===== config.mk =====
export PLATFORM = sky130hd
export DESIGN_NAME = lpcd_decode
export DESIGN_NICKNAME = d
export VERILOG_FILES = /design/src/logic/lpcd_decode_unused.v /design/src/logic/lpcd_sync.v /design/src/logic/lpcd_banks.v /design/src/logic/lpcd_decode.v
export VERILOG_INCLUDE_DIRS = /design/src /design/src/logic
export SDC_FILE = /design/constraint.sdc
export NUM_CORES = 1
export LEC_CHECK = 0
export BUFFER_PORTS_ARGS = -buffer_cell sky130_fd_sc_hd__buf_2
export CELL_PAD_IN_SITES_DETAIL_PLACEMENT = 1
export CELL_PAD_IN_SITES_GLOBAL_PLACEMENT = 1
export CORE_UTILIZATION = 41
export DETAILED_ROUTE_END_ITERATION = 8
export HOLD_SLACK_MARGIN = 0.06
export PLACE_DENSITY_LB_ADDON = 0.3
export SETUP_SLACK_MARGIN = 0.1
export SLEW_MARGIN = 5
export SYNTH_ARGS = -nofsm -noshare
export SYNTH_HDL_FRONTEND = slang
export SYNTH_HIERARCHICAL = 1
export SYNTH_SLANG_ARGS = --single-unit

===== constraint.sdc =====
create_clock -name SYS_CLK -period 1.85 [get_ports SYS_CLK]
set_input_delay 0.37 -clock SYS_CLK [delete_from_list [all_inputs] [get_ports SYS_CLK]]
set_output_delay 0.37 -clock SYS_CLK [all_outputs]
set_load 0.02 [all_outputs]

===== src/logic/lpcd_regs.vh =====
`ifndef LPCD_REGS_VH
`define LPCD_REGS_VH
// ==========================================
// Command kinds; all but COL, NTCOL and RSVD can be reported on CMD_KIND
`define LPCD_K_NONE   5'h00
`define LPCD_K_MPC    5'h01
`define LPCD_K_CLOSE  5'h02
`define LPCD_K_RENEW  5'h03
`define LPCD_K_SRE    5'h04
`define LPCD_K_SRX    5'h05
`define LPCD_K_STORE  5'h06
`define LPCD_K_MSTORE 5'h07
`define LPCD_K_READ   5'h08
`define LPCD_K_COL    5'h09
`define LPCD_K_NTCOL  5'h0a
`define LPCD_K_SSET1  5'h0b
`define LPCD_K_SSET2  5'h0c
`define LPCD_K_FETCH  5'h0d
`define LPCD_K_ROW1   5'h0e
`define LPCD_K_ROW2   5'h0f
`define LPCD_K_RSVD   5'h10
// ==========================================
// First-edge patterns on command_address_pins[4:0]
`define LPCD_P_MPC    5'h00
`define LPCD_P_CLOSE  5'h10
`define LPCD_P_RENEW  5'h08
`define LPCD_P_SRE    5'h18
`define LPCD_P_SRX    5'h14
`define LPCD_P_STORE  5'h04
`define LPCD_P_MSTORE 5'h0c
`define LPCD_P_READ   5'h02
`define LPCD_P_COL    5'h12
`define LPCD_P_SSET1  5'h06
`define LPCD_P_SSET2  5'h16
`define LPCD_P_FETCH  5'h0e
// ==========================================
// Setting indices and field positions
`define LPCD_IDX_MR1   6'h01
`define LPCD_IDX_MR2   6'h02
`define LPCD_IDX_MR3   6'h03
`define LPCD_IDX_MR11  6'h0b
`define LPCD_IDX_MR13  6'h0d
`define LPCD_F_NWR     6:4
`define LPCD_F_WLS     6
`define LPCD_F_WL      5:3
`define LPCD_F_RL      2:0
`define LPCD_F_DBI     7:6
`define LPCD_F_CAODT   6:4
`define LPCD_F_DQODT   2:0
`define LPCD_F_FSP     7:6
// ==========================================
// Reset defaults (code zero: store 4, fetch 6, fetch-to-close 8, recovery 6)
`define LPCD_D_FSP   2'h0
`define LPCD_D_WLS   1'h0
`define LPCD_D_CODE  3'h0
`define LPCD_D_DBI   2'h0
`define LPCD_D_ODT   3'h0
// ==========================================
// Sequencer
`define LPCD_S_FIRST  3'h0
`define LPCD_S_SECOND 3'h1
`define LPCD_S_COLW   3'h2
`define LPCD_S_SSETW  3'h3
`define LPCD_S_ROWW   3'h4
`define LPCD_S_QUIET  3'h5
`define LPCD_QUIET_N  2'h2
`define LPCD_MPC_COLBIT 6
`endif


===== src/logic/lpcd_decode_unused.v =====
`timescale 1ns/1ps
`default_nettype none
`default_nettype wire


===== src/logic/lpcd_sync.v =====
`timescale 1ns/1ps
`default_nettype none
module lpcd_sync #(
	parameter WIDTH = 1
) (
	// Clock and reset
	input  wire             clk,
	input  wire             rstn,
	// Data
	input  wire [WIDTH-1:0] d,
	output reg  [WIDTH-1:0] q
);
	reg [WIDTH-1:0] meta;

	always @(posedge clk or negedge rstn) begin
		if (!rstn) begin
			meta <= {WIDTH{1'b0}};
			q    <= {WIDTH{1'b0}};
		end else begin
			meta <= d;
			q    <= meta;
		end
	end
endmodule
`default_nettype wire


===== src/logic/lpcd_banks.v =====
`timescale 1ns/1ps
`default_nettype none
module lpcd_banks #(
	parameter BANKS = 8
) (
	// Clock and reset
	input  wire             clk,
	input  wire             rstn,
	input  wire             clr,
	// Events
	input  wire             open_en,
	input  wire             close_en,
	input  wire             close_all,
	input  wire [2:0]       bank,
	// State
	output reg  [BANKS-1:0] open_map
);
	wire [BANKS-1:0] sel = {{(BANKS-1){1'b0}}, 1'b1} << bank;

	always @(posedge clk or negedge rstn) begin
		if (!rstn) begin
			open_map <= {BANKS{1'b0}};
		end else if (clr) begin
			open_map <= {BANKS{1'b0}};
		end else if (close_en && close_all) begin
			open_map <= {BANKS{1'b0}};
		end else if (close_en) begin
			open_map <= open_map & ~sel;
		end else if (open_en) begin
			open_map <= open_map | sel;
		end
	end
endmodule
`default_nettype wire


===== src/logic/lpcd_decode.v =====
// Function
// - Non-idle commands span two link clock rises; idle spans one.
// - Chip select low at a first edge is idle; address pins ignored.
// - Bank close and row renew decode; all-banks flag on CA5, bank at second edge.
// - All-banks flag applies operation to every bank, bank bits ignored.
// - Self-renew entry and exit decode by their first-edge patterns.
// - Store, masked store, read first halves carry bank, column 9, auto-close.
// - Auto-close flag closes the addressed bank after the access, unless the column second half is non-target.
// - With on-the-fly sizing, burst select high means 32 beats, else 16.
// - Masked store uses 16 beats only; CA5 low at its first edge.
// - Column second half carries column 8..2; bits 1:0 zero; stores need 3:2 low.
// - Multi-purpose command carries a seven-bit payload over two edges.
// - Setting store first then second carry index and eight payload bits.
// - Setting fetch first carries the index, then column second half.
// - Row open first then second assemble bank and a seventeen-bit row.
// - Optional non-target second half replaces column second half.
// - Reset selects set point 0, latency set 0 and code-zero latencies.
// - Reset disables bus inversion and termination.
// - Outputs stay high impedance while the reset pin is low.
`timescale 1ns/1ps
`default_nettype none
`include "lpcd_regs.vh"
module lpcd_decode #(
	parameter NT_SUPPORT = 1,
	parameter DRIVE_EDGES = 8
) (
	// System
	input  wire        SYS_CLK,
	input  wire        RSTN,
	// Link pins
	input  wire        LINK_CK,
	input  wire        LINK_CKE,
	input  wire        LINK_CS,
	input  wire [5:0]  LINK_CA,
	input  wire        RESET_PIN_N,
	// Configuration
	input  wire        BURST_OTF_EN,
	// Decoded command
	output reg         CMD_STROBE,
	output reg  [4:0]  CMD_KIND,
	output reg  [2:0]  CMD_BANK,
	output reg         CMD_ALL_BANKS,
	output reg  [16:0] CMD_ROW,
	output reg  [9:0]  CMD_COLUMN,
	output reg         CMD_AUTO_CLOSE,
	output reg         CMD_BURST32,
	output reg         CMD_NON_TARGET,
	output reg  [7:0]  CMD_PAYLOAD,
	output reg  [5:0]  CMD_INDEX,
	output reg         SEQ_ERROR,
	// Settings
	output reg  [1:0]  FSP_SEL,
	output reg         STORE_LAT_GROUP,
	output reg  [2:0]  STORE_LAT_CODE,
	output reg  [2:0]  FETCH_LAT_CODE,
	output reg  [2:0]  RECOVERY_CODE,
	output reg  [1:0]  BUS_INV_EN,
	output reg  [2:0]  CA_TERM,
	output reg  [2:0]  DQ_TERM,
	// State
	output wire [7:0]  BANK_OPEN,
	output reg         OUT_OE_N
);
	// ==========================================
	// Input synchronisation and edge finding
	wire [9:0] s;
	reg        ck_d;

	lpcd_sync #(.WIDTH(10)) u_sync (
		.clk  (SYS_CLK),
		.rstn (RSTN),
		.d    ({RESET_PIN_N, LINK_CKE, LINK_CS, LINK_CA, LINK_CK}),
		.q    (s)
	);

	wire       ck     = s[0];
	wire [5:0] ca     = s[6:1];
	wire       cs     = s[7];
	wire       cke    = s[8];
	wire       pin_rst = ~s[9];
	wire       edge_ok = ck & ~ck_d & cke & ~pin_rst;

	// ==========================================
	// First-edge decode
	function [4:0] fdec;
		input [5:0] c;
		begin
			if (c[0])
				fdec = c[1] ? `LPCD_K_ROW2 : `LPCD_K_ROW1;
			else begin
				case (c[4:0])
				`LPCD_P_MPC:    fdec = `LPCD_K_MPC;
				`LPCD_P_CLOSE:  fdec = `LPCD_K_CLOSE;
				`LPCD_P_RENEW:  fdec = `LPCD_K_RENEW;
				`LPCD_P_SRE:    fdec = `LPCD_K_SRE;
				`LPCD_P_SRX:    fdec = `LPCD_K_SRX;
				`LPCD_P_STORE:  fdec = `LPCD_K_STORE;
				`LPCD_P_MSTORE: fdec = c[5] ? `LPCD_K_RSVD : `LPCD_K_MSTORE;
				`LPCD_P_READ:   fdec = `LPCD_K_READ;
				`LPCD_P_COL:    fdec = `LPCD_K_COL;
				`LPCD_P_SSET1:  fdec = `LPCD_K_SSET1;
				`LPCD_P_SSET2:  fdec = `LPCD_K_SSET2;
				`LPCD_P_FETCH:  fdec = `LPCD_K_FETCH;
				default:        fdec = `LPCD_K_RSVD;
				endcase
			end
		end
	endfunction

	wire [4:0] fk = fdec(ca);

	// ==========================================
	// Sequencer state
	reg [2:0]  state;
	reg [4:0]  kind;
	reg [4:0]  pend;
	reg        f5;
	reg [5:0]  f_ca;
	reg [2:0]  p_bank;
	reg        p_c9;
	reg        p_ap;
	reg        p_bl;
	reg [7:0]  p_op;
	reg [5:0]  p_idx;
	reg [1:0]  quiet;
	reg [3:0]  drive;
	reg        open_en;
	reg        close_en;
	reg        close_all;

	// A waiting state that sees anything other than its partner abandons
	// the pending half and decodes the edge as a fresh first half
	wire col_hit  = cs & (fk == `LPCD_K_COL);
	wire nt_hit   = (NT_SUPPORT != 0) & ~cs & ~ca[0] & (ca[4:0] == `LPCD_P_COL);
	wire sset_hit = cs & (fk == `LPCD_K_SSET2);
	wire row_hit  = cs & (fk == `LPCD_K_ROW2);
	wire wait_miss =
		(state == `LPCD_S_COLW  && !(col_hit || nt_hit)) ||
		(state == `LPCD_S_SSETW && !sset_hit) ||
		(state == `LPCD_S_ROWW  && !row_hit) ||
		(state == `LPCD_S_QUIET && cs);
	wire take_first = (state == `LPCD_S_FIRST) || wait_miss;

	wire is_access = (pend == `LPCD_K_STORE) || (pend == `LPCD_K_MSTORE) ||
		(pend == `LPCD_K_READ);
	wire is_store  = (pend == `LPCD_K_STORE) || (pend == `LPCD_K_MSTORE);

	always @(posedge SYS_CLK or negedge RSTN) begin
		if (!RSTN) begin
			ck_d           <= 1'b0;
			state          <= `LPCD_S_FIRST;
			kind           <= `LPCD_K_NONE;
			pend           <= `LPCD_K_NONE;
			f5             <= 1'b0;
			f_ca           <= 6'h00;
			p_bank         <= 3'h0;
			p_c9           <= 1'b0;
			p_ap           <= 1'b0;
			p_bl           <= 1'b0;
			p_op           <= 8'h00;
			p_idx          <= 6'h00;
			quiet          <= 2'h0;
			CMD_STROBE     <= 1'b0;
			CMD_KIND       <= `LPCD_K_NONE;
			CMD_BANK       <= 3'h0;
			CMD_ALL_BANKS  <= 1'b0;
			CMD_ROW        <= 17'h00000;
			CMD_COLUMN     <= 10'h000;
			CMD_AUTO_CLOSE <= 1'b0;
			CMD_BURST32    <= 1'b0;
			CMD_NON_TARGET <= 1'b0;
			CMD_PAYLOAD    <= 8'h00;
			CMD_INDEX      <= 6'h00;
			SEQ_ERROR      <= 1'b0;
			open_en        <= 1'b0;
			close_en       <= 1'b0;
			close_all      <= 1'b0;
		end else begin
			ck_d       <= ck;
			CMD_STROBE <= 1'b0;
			SEQ_ERROR  <= 1'b0;
			open_en    <= 1'b0;
			close_en   <= 1'b0;
			close_all  <= 1'b0;
			if (pin_rst) begin
				state <= `LPCD_S_FIRST;
			end else if (edge_ok) begin
				if (take_first) begin
					SEQ_ERROR <= wait_miss;
					if (cs) begin
						kind  <= fk;
						f5    <= ca[5];
						f_ca  <= ca;
						state <= `LPCD_S_SECOND;
						// Second halves without their first are consumed as no-ops
						if (fk == `LPCD_K_COL || fk == `LPCD_K_SSET2 || fk == `LPCD_K_ROW2) begin
							kind      <= `LPCD_K_RSVD;
							SEQ_ERROR <= 1'b1;
						end
					end else begin
						state <= `LPCD_S_FIRST;
					end
				end else if (state == `LPCD_S_QUIET) begin
					quiet <= quiet - 2'h1;
					if (quiet == 2'h1)
						state <= `LPCD_S_FIRST;
				end else if (state != `LPCD_S_SECOND) begin
					kind  <= nt_hit ? `LPCD_K_NTCOL : fk;
					f5    <= ca[5];
					f_ca  <= ca;
					state <= `LPCD_S_SECOND;
				end else begin
					state <= `LPCD_S_FIRST;
					CMD_KIND       <= kind;
					CMD_NON_TARGET <= 1'b0;
					case (kind)
					`LPCD_K_CLOSE, `LPCD_K_RENEW: begin
						CMD_STROBE    <= 1'b1;
						CMD_BANK      <= ca[2:0];
						CMD_ALL_BANKS <= f5;
						close_en      <= (kind == `LPCD_K_CLOSE);
						close_all     <= f5;
					end
					`LPCD_K_SRE, `LPCD_K_SRX: begin
						CMD_STROBE <= 1'b1;
					end
					`LPCD_K_MPC: begin
						p_op <= {1'b0, f5, ca};
						pend <= kind;
						if (f5 == 1'b1) begin
							state <= `LPCD_S_COLW;
						end else begin
							CMD_STROBE  <= 1'b1;
							CMD_PAYLOAD <= {1'b0, f5, ca};
							quiet       <= `LPCD_QUIET_N;
							state       <= `LPCD_S_QUIET;
						end
					end
					`LPCD_K_STORE, `LPCD_K_MSTORE, `LPCD_K_READ: begin
						pend   <= kind;
						p_bank <= ca[2:0];
						p_c9   <= ca[4];
						p_ap   <= ca[5];
						p_bl   <= (kind != `LPCD_K_MSTORE) & BURST_OTF_EN & f5;
						state  <= `LPCD_S_COLW;
					end
					`LPCD_K_FETCH: begin
						pend  <= kind;
						p_idx <= ca;
						p_ap  <= 1'b0;
						state <= `LPCD_S_COLW;
					end
					`LPCD_K_SSET1: begin
						p_idx    <= ca;
						p_op[7]  <= f5;
						state    <= `LPCD_S_SSETW;
					end
					`LPCD_K_SSET2: begin
						CMD_STROBE  <= 1'b1;
						CMD_PAYLOAD <= {p_op[7], f5, ca};
						CMD_INDEX   <= p_idx;
					end
					`LPCD_K_ROW1: begin
						p_bank <= ca[2:0];
						CMD_ROW[15:12] <= f_ca[5:2];
						CMD_ROW[16]    <= ca[3];
						CMD_ROW[11:10] <= ca[5:4];
						state  <= `LPCD_S_ROWW;
					end
					`LPCD_K_ROW2: begin
						CMD_STROBE   <= 1'b1;
						CMD_BANK     <= p_bank;
						CMD_ROW[9:6] <= f_ca[5:2];
						CMD_ROW[5:0] <= ca;
						open_en      <= 1'b1;
					end
					`LPCD_K_COL, `LPCD_K_NTCOL: begin
						CMD_STROBE     <= 1'b1;
						CMD_KIND       <= pend;
						CMD_NON_TARGET <= (kind == `LPCD_K_NTCOL);
						CMD_BANK       <= p_bank;
						CMD_COLUMN     <= {p_c9, f5, ca, 2'h0};
						CMD_AUTO_CLOSE <= is_access & p_ap;
						CMD_BURST32    <= p_bl;
						CMD_INDEX      <= p_idx;
						CMD_PAYLOAD    <= p_op;
						CMD_ALL_BANKS  <= 1'b0;
						SEQ_ERROR      <= (kind == `LPCD_K_COL) && is_store && (ca[1:0] != 2'h0);
						// Non-target halves address another die, so no bank moves here
						close_en       <= (kind == `LPCD_K_COL) & is_access & p_ap;
					end
					default: begin
						CMD_KIND <= `LPCD_K_NONE;
					end
					endcase
				end
			end
		end
	end

	// ==========================================
	// Settings: defaults at either reset, updated by setting store
	always @(posedge SYS_CLK or negedge RSTN) begin
		if (!RSTN) begin
			FSP_SEL         <= `LPCD_D_FSP;
			STORE_LAT_GROUP <= `LPCD_D_WLS;
			STORE_LAT_CODE  <= `LPCD_D_CODE;
			FETCH_LAT_CODE  <= `LPCD_D_CODE;
			RECOVERY_CODE   <= `LPCD_D_CODE;
			BUS_INV_EN      <= `LPCD_D_DBI;
			CA_TERM         <= `LPCD_D_ODT;
			DQ_TERM         <= `LPCD_D_ODT;
		end else if (pin_rst) begin
			FSP_SEL         <= `LPCD_D_FSP;
			STORE_LAT_GROUP <= `LPCD_D_WLS;
			STORE_LAT_CODE  <= `LPCD_D_CODE;
			FETCH_LAT_CODE  <= `LPCD_D_CODE;
			RECOVERY_CODE   <= `LPCD_D_CODE;
			BUS_INV_EN      <= `LPCD_D_DBI;
			CA_TERM         <= `LPCD_D_ODT;
			DQ_TERM         <= `LPCD_D_ODT;
		end else if (CMD_STROBE && CMD_KIND == `LPCD_K_SSET2) begin
			case (CMD_INDEX)
			`LPCD_IDX_MR1:  RECOVERY_CODE <= CMD_PAYLOAD[`LPCD_F_NWR];
			`LPCD_IDX_MR2: begin
				STORE_LAT_GROUP <= CMD_PAYLOAD[`LPCD_F_WLS];
				STORE_LAT_CODE  <= CMD_PAYLOAD[`LPCD_F_WL];
				FETCH_LAT_CODE  <= CMD_PAYLOAD[`LPCD_F_RL];
			end
			`LPCD_IDX_MR3:  BUS_INV_EN <= CMD_PAYLOAD[`LPCD_F_DBI];
			`LPCD_IDX_MR11: begin
				CA_TERM <= CMD_PAYLOAD[`LPCD_F_CAODT];
				DQ_TERM <= CMD_PAYLOAD[`LPCD_F_DQODT];
			end
			`LPCD_IDX_MR13: FSP_SEL <= CMD_PAYLOAD[`LPCD_F_FSP];
			default: ;
			endcase
		end
	end

	// ==========================================
	// Output drive window after a read or fetch; pins float in reset
	always @(posedge SYS_CLK or negedge RSTN) begin
		if (!RSTN) begin
			drive    <= 4'h0;
			OUT_OE_N <= 1'b1;
		end else if (pin_rst) begin
			drive    <= 4'h0;
			OUT_OE_N <= 1'b1;
		end else begin
			if (CMD_STROBE && !CMD_NON_TARGET &&
				(CMD_KIND == `LPCD_K_READ || CMD_KIND == `LPCD_K_FETCH))
				drive <= DRIVE_EDGES[3:0];
			else if (edge_ok && drive != 4'h0)
				drive <= drive - 4'h1;
			OUT_OE_N <= (drive == 4'h0);
		end
	end

	lpcd_banks #(.BANKS(8)) u_banks (
		.clk       (SYS_CLK),
		.rstn      (RSTN),
		.clr       (pin_rst),
		.open_en   (open_en),
		.close_en  (close_en),
		.close_all (close_all),
		.bank      (CMD_BANK),
		.open_map  (BANK_OPEN)
	);
endmodule
`default_nettype wire


# After elaboration in Yosys (flattened, before gate mapping)
# Cells that the tools add are included.
# Widths: inputs -> output; s select.
dict set report word_totals {
  regBits 152
  latch_bits 0
  mem_bits_rw 0
  romBits 0
  wordCells 305
  mem_count 0
}
dict set report op_classes {
  n_addsub 2
  mul 0
  div_mod_pow 0
  order_cmp 0
  eq_ne 62
  shifts 1
  muxes 104
  bitwise_logic 22
  n_reduce_logical 71
}
# cell count
set op_table {}
lappend op_table {{$eq 5x4->1 const B} 18}
lappend op_table {{$reduce_and 6->1} 14}
lappend op_table {{$mux 3} 22}
lappend op_table {{$pmux 5 s12} 1}
lappend op_table {{$mux 1} 42}
lappend op_table {{$eq 5x3->1 const B} 8}
lappend op_table {{$mux 5} 8}
lappend op_table {{$mux 8} 5}
lappend op_table {{$eq 5x5->1 const B} 5}
lappend op_table {{$mux 6} 4}
lappend op_table {{$pmux 8 s3} 1}
lappend op_table {{$mux 2} 10}
lappend op_table {{$ne 2x2->1 const B} 10}
lappend op_table {{$eq 5x2->1 const B} 3}
lappend op_table {{$reduce_bool 2->1} 7}
lappend op_table {{$and 1x1->1} 13}
lappend op_table {{$reduce_or 13->1} 1}
lappend op_table {{$eq 6x2->1 const B} 2}
lappend op_table {{$eq 6x4->1 const B} 2}
lappend op_table {{$mux 4} 3}
lappend op_table {{$pmux 3 s4} 1}
lappend op_table {{$reduce_and 2->1} 6}
lappend op_table {{$logic_and 1x1->1} 11}
lappend op_table {{$logic_or 1x1->1} 10}
lappend op_table {{other kinds (34)} 55}

# Logic depth before layout (Yosys ltp)
dict set report logic_depth {
  word_depth 16
  mapped_depth 7
  mapped_depth_nobuf 6
}

# Hierarchy
# The synthesis kept the hierarchy.
# module instances cells_per_inst area_each_um2 seq_area_each_um2
set modules_own_cells {}
lappend modules_own_cells {lpcd_decode 1 537 5780.5 3029.2}
lappend modules_own_cells {lpcd_sync 1 20 500.5 500.5}
lappend modules_own_cells {lpcd_banks 1 44 451.7 200.2}

# Worst setup path after synthesis
# OpenSTA, ideal clock, no wires.
dict set report synth_path {
  path_kind {reg-to-reg}
  startpoint {register kind[2]}
  endpoint {register pend[0]}
  t_arrival_ps 1796
  required_time_ps 1725
  setup_slack_ps -70
  path_stages_with_launch 7
  path_buffers 1
  synth_period_minus_slack_ps 1920
  path_cell_list {dfrtp_1 buf_2 or4b_1 a21oi_1 a21oi_1 a21oi_2 mux2_2}
}
dict set report synth_via {
  elab_chain_len 3
}
# element line_no
set synth_rtl {}
lappend synth_rtl {{from (decl)} lpcd_decode.v:115} ;# reg [4:0] kind;
lappend synth_rtl {{from (signal assigned)} lpcd_decode.v:152} ;# kind <= `LPCD_K_NONE;
lappend synth_rtl {{from (signal assigned)} lpcd_decode.v:191} ;# kind <= fk;
lappend synth_rtl {{from (signal assigned)} lpcd_decode.v:197} ;# kind <= `LPCD_K_RSVD;
lappend synth_rtl {{$eq 5x1->1 (tied with other cells)} lpcd_decode.v:216} ;# case (kind)
lappend synth_rtl {{$reduce_or 5->1 (no source line) *} --}
lappend synth_rtl {{$reduce_and 6->1 (no source line) *} --}
lappend synth_rtl {{to (signal assigned)} lpcd_decode.v:229} ;# pend <= kind;
lappend synth_rtl {{to (signal assigned)} lpcd_decode.v:240} ;# pend <= kind;
lappend synth_rtl {{to (signal assigned)} lpcd_decode.v:248} ;# pend <= kind;
lappend synth_rtl {{to (decl)} lpcd_decode.v:116} ;# reg [4:0] pend;
# Every way passes the cells marked *; elsewhere a longest branch is shown, timed or not.
# A chain may end at the register's enable or synchronous reset.

# Worst setup path after layout
dict set report layout_path {
  startpoint {register kind[2]}
  endpoint {register p_bl}
}
dict set report layout_via {
  elab_chain_len 3
}
# element line_no
set layout_rtl {}
lappend layout_rtl {{$eq 5x3->1 (tied with other cells)} lpcd_decode.v:216}
lappend layout_rtl {{$reduce_or 3->1 or $and 1x1->1 (tied branches)} --}
lappend layout_rtl {{$reduce_and 6->1 (no source line) or $and 1x1->1 (tied branches)} --}
lappend layout_rtl {{to (signal assigned)} lpcd_decode.v:244} ;# p_bl <= (kind != `LPCD_K_MSTORE) & BURST_OTF_EN & f5;
lappend layout_rtl {{to (decl)} lpcd_decode.v:122} ;# reg p_bl;
# Parallel ways exist; a longest one is shown, timed or not.

==> reports/qor.txt <==
# clock sinks -> 149
Final clock skew -> 0.00775 ns
Final hold slack -> 0.343 ns
Total global routing track utilization -> 24.5%
Cell at the root of the clock tree -> sky130_fd_sc_hd__clkbuf_16
Worst setup path endpoint -> p_bl
Avg Inst Size Synth -> 11.2 sq um
Final net count -> 798
Number of top-level pins -> 97
Gpl congestion -> 0.868
Avg WL per Cell -> 20.0 um
Area of the die -> 16,900 sq um
# DRC -> 0
Row count -> 46
Reg clk slew, reported paths -> 0.06 ns
Final Hold Viols -> 0
Sequential element share of the synthesized area -> 55.4%
WP data required -> 2.16 ns
Post-DP HPWL -> 13,300 um
Share of flip-flops with an asynchronous set or reset after synthesis -> 100%
Leading post-synthesis cells by cell area -> sky130_fd_sc_hd__dfrtp_1 (55%), sky130_fd_sc_hd__mux2_2 (9.4%), sky130_fd_sc_hd__mux2i_1 (3.1%)
Arrival time worst endpoint -> 2.19 ns
Peak Freq -> 532 MHz
Launching instance or port of the critical path -> kind[2]
Class of the tightest hold or removal check -> reg -> reg
Post-synthesis cell type count -> 77
Number of CTS-inserted buffers -> 17
Tightest slew margin relative to the limit -> 66.0%
Total setup violations reported at the end of the flow -> 15
Clock latency reported for the late side of the worst-skew pair -> 0.43 ns
P&R area growth vs syn -> 39.6%
Clock period minus worst slack -> 1.88 ns
Die boundary width -> 130 um
Flip-flop and latch count after synthesis -> 149
Height of the die -> 130 um
Yosys synthesis warning count -> 6
Wire length of the first global-routing pass -> 30,900 um
Power Dens Cells -> 903 nW/um^2
Final cell utilization of the core -> 59.0%
Area used by multi-input combinational logic -> 3190 sq um
Violations in the final reports -> negative setup slack
Count of port buffers added during placement -> 94
Layout cells sized above 1 -> 42.7%
Number of cells on the worst reg-to-reg path -> 5
PnR worst setup slack -> -0.0301 ns
Most frequent cells after synthesis -> sky130_fd_sc_hd__dfrtp_1 (148), sky130_fd_sc_hd__mux2_2 (56), sky130_fd_sc_hd__nand2_1 (56)
Buffers from clock root to sink, at most -> 2
TritonCTS clock tree -> built
Most frequently used cell type in the post-synthesis netlist -> sky130_fd_sc_hd__dfrtp_1
Number of search-and-repair iterations in the first detailed-routing pass -> 4
Count of vias placed by the detailed router -> 5,488
Final max-slew violation count -> 0
Result of the run -> finished with violations
Synthesized area -> 6730 sq um
Ratio of final minimum period to clock period -> 102%
Initial antenna violation count -> 0
Setup slack of the most critical reg-to-reg path -> -0.03 ns
Number of inserted diodes -> 0
Top cell type's share of synthesized area -> 55.0%
Transition time of the tightest slew-check pin -> 0.505 ns
H-tree level count -> 4
Cell type with the largest total area after synthesis -> sky130_fd_sc_hd__dfrtp_1
Endpoint kind of the worst setup timing path -> flip-flop
Kind of start point of the critical path -> flip-flop
Vias in the first global route -> 5,758
Most instantiated flip-flop cell in the synthesis netlist -> sky130_fd_sc_hd__dfrtp_1
Grt total ovfl -> 0
Type of the worst setup path -> reg -> reg
Number of flops mapped to enable cells by yosys -> 0
Core Box Area -> 15,900 sq um
Static leakage -> 4.61 nW
Number of violations of the max-capacitance limit -> 0
Largest net degree at the start of global routing -> 40
Final wirelength -> 20,200 um
Number of inserted filler cells in the final layout -> 1,667
Number of vias per cell after detailed routing -> 5.43
Number of DRC markers in iteration 0 -> 190
Area used by sequential logic in the layout -> 3730 sq um
Worst R2R Start -> kind[2]
Maximum fanout along the worst path -> 5
Setup repair after global routing missed its margin -> yes
Antenna viol nets, final -> 0
Endpoint of the worst-slack reg-to-reg timing path -> p_bl
Gate count of the mapped netlist -> 601
VDD IR max -> 690 uV
Initial core utilization -> 42.2%
## metrics by stage
step / TNS [ns] / worst slack, ns / cell area [sq um] / std cells / power, mW
2_1_floorplan: -0.214 / -0.0306 / 6850 / 602 / 4.01
3_3_place_gp: -0.420 / -0.0458 / 7940 / 937 / 4.40
3_5_place_dp: -2.03 / -0.122 / 7940 / 937 / 4.43
4_1_cts: -0.463 / -0.0493 / 9040 / 994 / 8.43
5_1_grt: -1.25 / -0.103 / 9400 / 1010 / 8.76
6_report: -0.142 / -0.0301 / 9400 / 1010 / 8.49
## area by class of cell
cell class | instances | area share, %
inverters | 18 | 0.745
multi-input cells | 396 | 34.0
well taps | 216 | 2.88
clock inverters | 13 | 2.45
repair buffers | 200 | 15.7
clock buffers | 18 | 4.57
flip-flops and latches | 149 | 39.7
## layer usage
layer / share of wire, % / up-vias / wire [um] / global-route usage (%)
li1: - / 2493 / - / -
met1: 41 / 2861 / 8250 / 28.8
met3: 3.1 / 25 / 633 / 4.51
met5: 0 / - / 0 / 0
met4: 1.7 / 0 / 340 / 10.6
met2: 54 / 109 / 11000 / 43.7
## critical path, stage by stage (launching register included)
cell and delay, ns:
sky130_fd_sc_hd__dfrtp_2 0.43, sky130_fd_sc_hd__or4b_4 0.50, sky130_fd_sc_hd__a21oi_4 0.16, sky130_fd_sc_hd__buf_4 0.16, sky130_fd_sc_hd__and2_4 0.17, sky130_fd_sc_hd__mux2_2 0.33
## how the worst min path moves through the flow
| stage | depth (start not counted) | slack (ns) | startpoint | end |
|---|---|---|---|---|
| after floorplan | 0 | 0.07 | RSTN | BUS_INV_EN[0] |
| after global routing | 0 | 0.36 | u_sync/meta[0] | u_sync/q[0] |
| after detailed placement | 1 | 0.31 | RSTN | STORE_LAT_CODE[1] |
| after CTS | 0 | 0.35 | u_sync/meta[9] | u_sync/q[9] |
| after global placement | 1 | 0.30 | RSTN | STORE_LAT_CODE[1] |
| final | 0 | 0.34 | u_sync/meta[0] | u_sync/q[0] |
## cell families (layout without fill, tap and decap cells)
| kind of cell | Yosys count | in the layout | synth area share, % |
|---|---|---|---|
| xor+xnor | 4 | 4 | 0.520 |
| other cells | 1 | 2 | 0.0557 |
| buf+inv | 58 | 249 | 4.20 |
| mux | 77 | 77 | 12.5 |
| compound gates | 118 | 118 | 11.6 |
| simple gates | 191 | 192 | 15.2 |
| fa+ha+maj | 3 | 3 | 0.558 |
| flops | 149 | 149 | 55.4 |
## state kept, by name (all words and copies together), names as in the netlist, 4 cells and up
name,count
CMD_COLUMN,8
CMD_INDEX,6
CMD_KIND,5
CMD_PAYLOAD,8
CMD_ROW,17
drive,4
kind,5
p_idx,6
p_op,8
pend,5
u_banks/open_map,8
u_sync/meta,10
u_sync/q,10
## power breakdown
part | switching (mW) | internal (mW) | total, mW
sequential | 0.118 | 3.36 | 3.48
clock | 1.36 | 2.52 | 3.87
combinational | 0.653 | 0.481 | 1.13
## repair_timing
| action | in CTS | in global routing |
|---|---|---|
| pin swaps | 16 | 19 |
| setup buffers | 13 | 15 |
| hold buffers | 11 | 0 |
| cloned | 2 | 1 |
| endpoints found under the hold margin | 45 | 0 |
| endpoints found under the setup margin | 75 | 89 |
| resized for setup | 57 | 48 |
## placed cells by master (no fill, tap or decap), types with 14 or more instances in the layout
master,count
sky130_fd_sc_hd__dfrtp_1,145
sky130_fd_sc_hd__mux2i_1,20
sky130_fd_sc_hd__inv_1,14
sky130_fd_sc_hd__buf_4,70
sky130_fd_sc_hd__mux2_4,38
sky130_fd_sc_hd__buf_2,93
sky130_fd_sc_hd__clkbuf_16,18
sky130_fd_sc_hd__nand2_1,53
sky130_fd_sc_hd__a21oi_1,19
sky130_fd_sc_hd__mux2_2,18
sky130_fd_sc_hd__buf_6,17
sky130_fd_sc_hd__nor2_1,44
sky130_fd_sc_hd__o21ai_0,20
No activity file was read; power rests on OpenSTA's default activity.
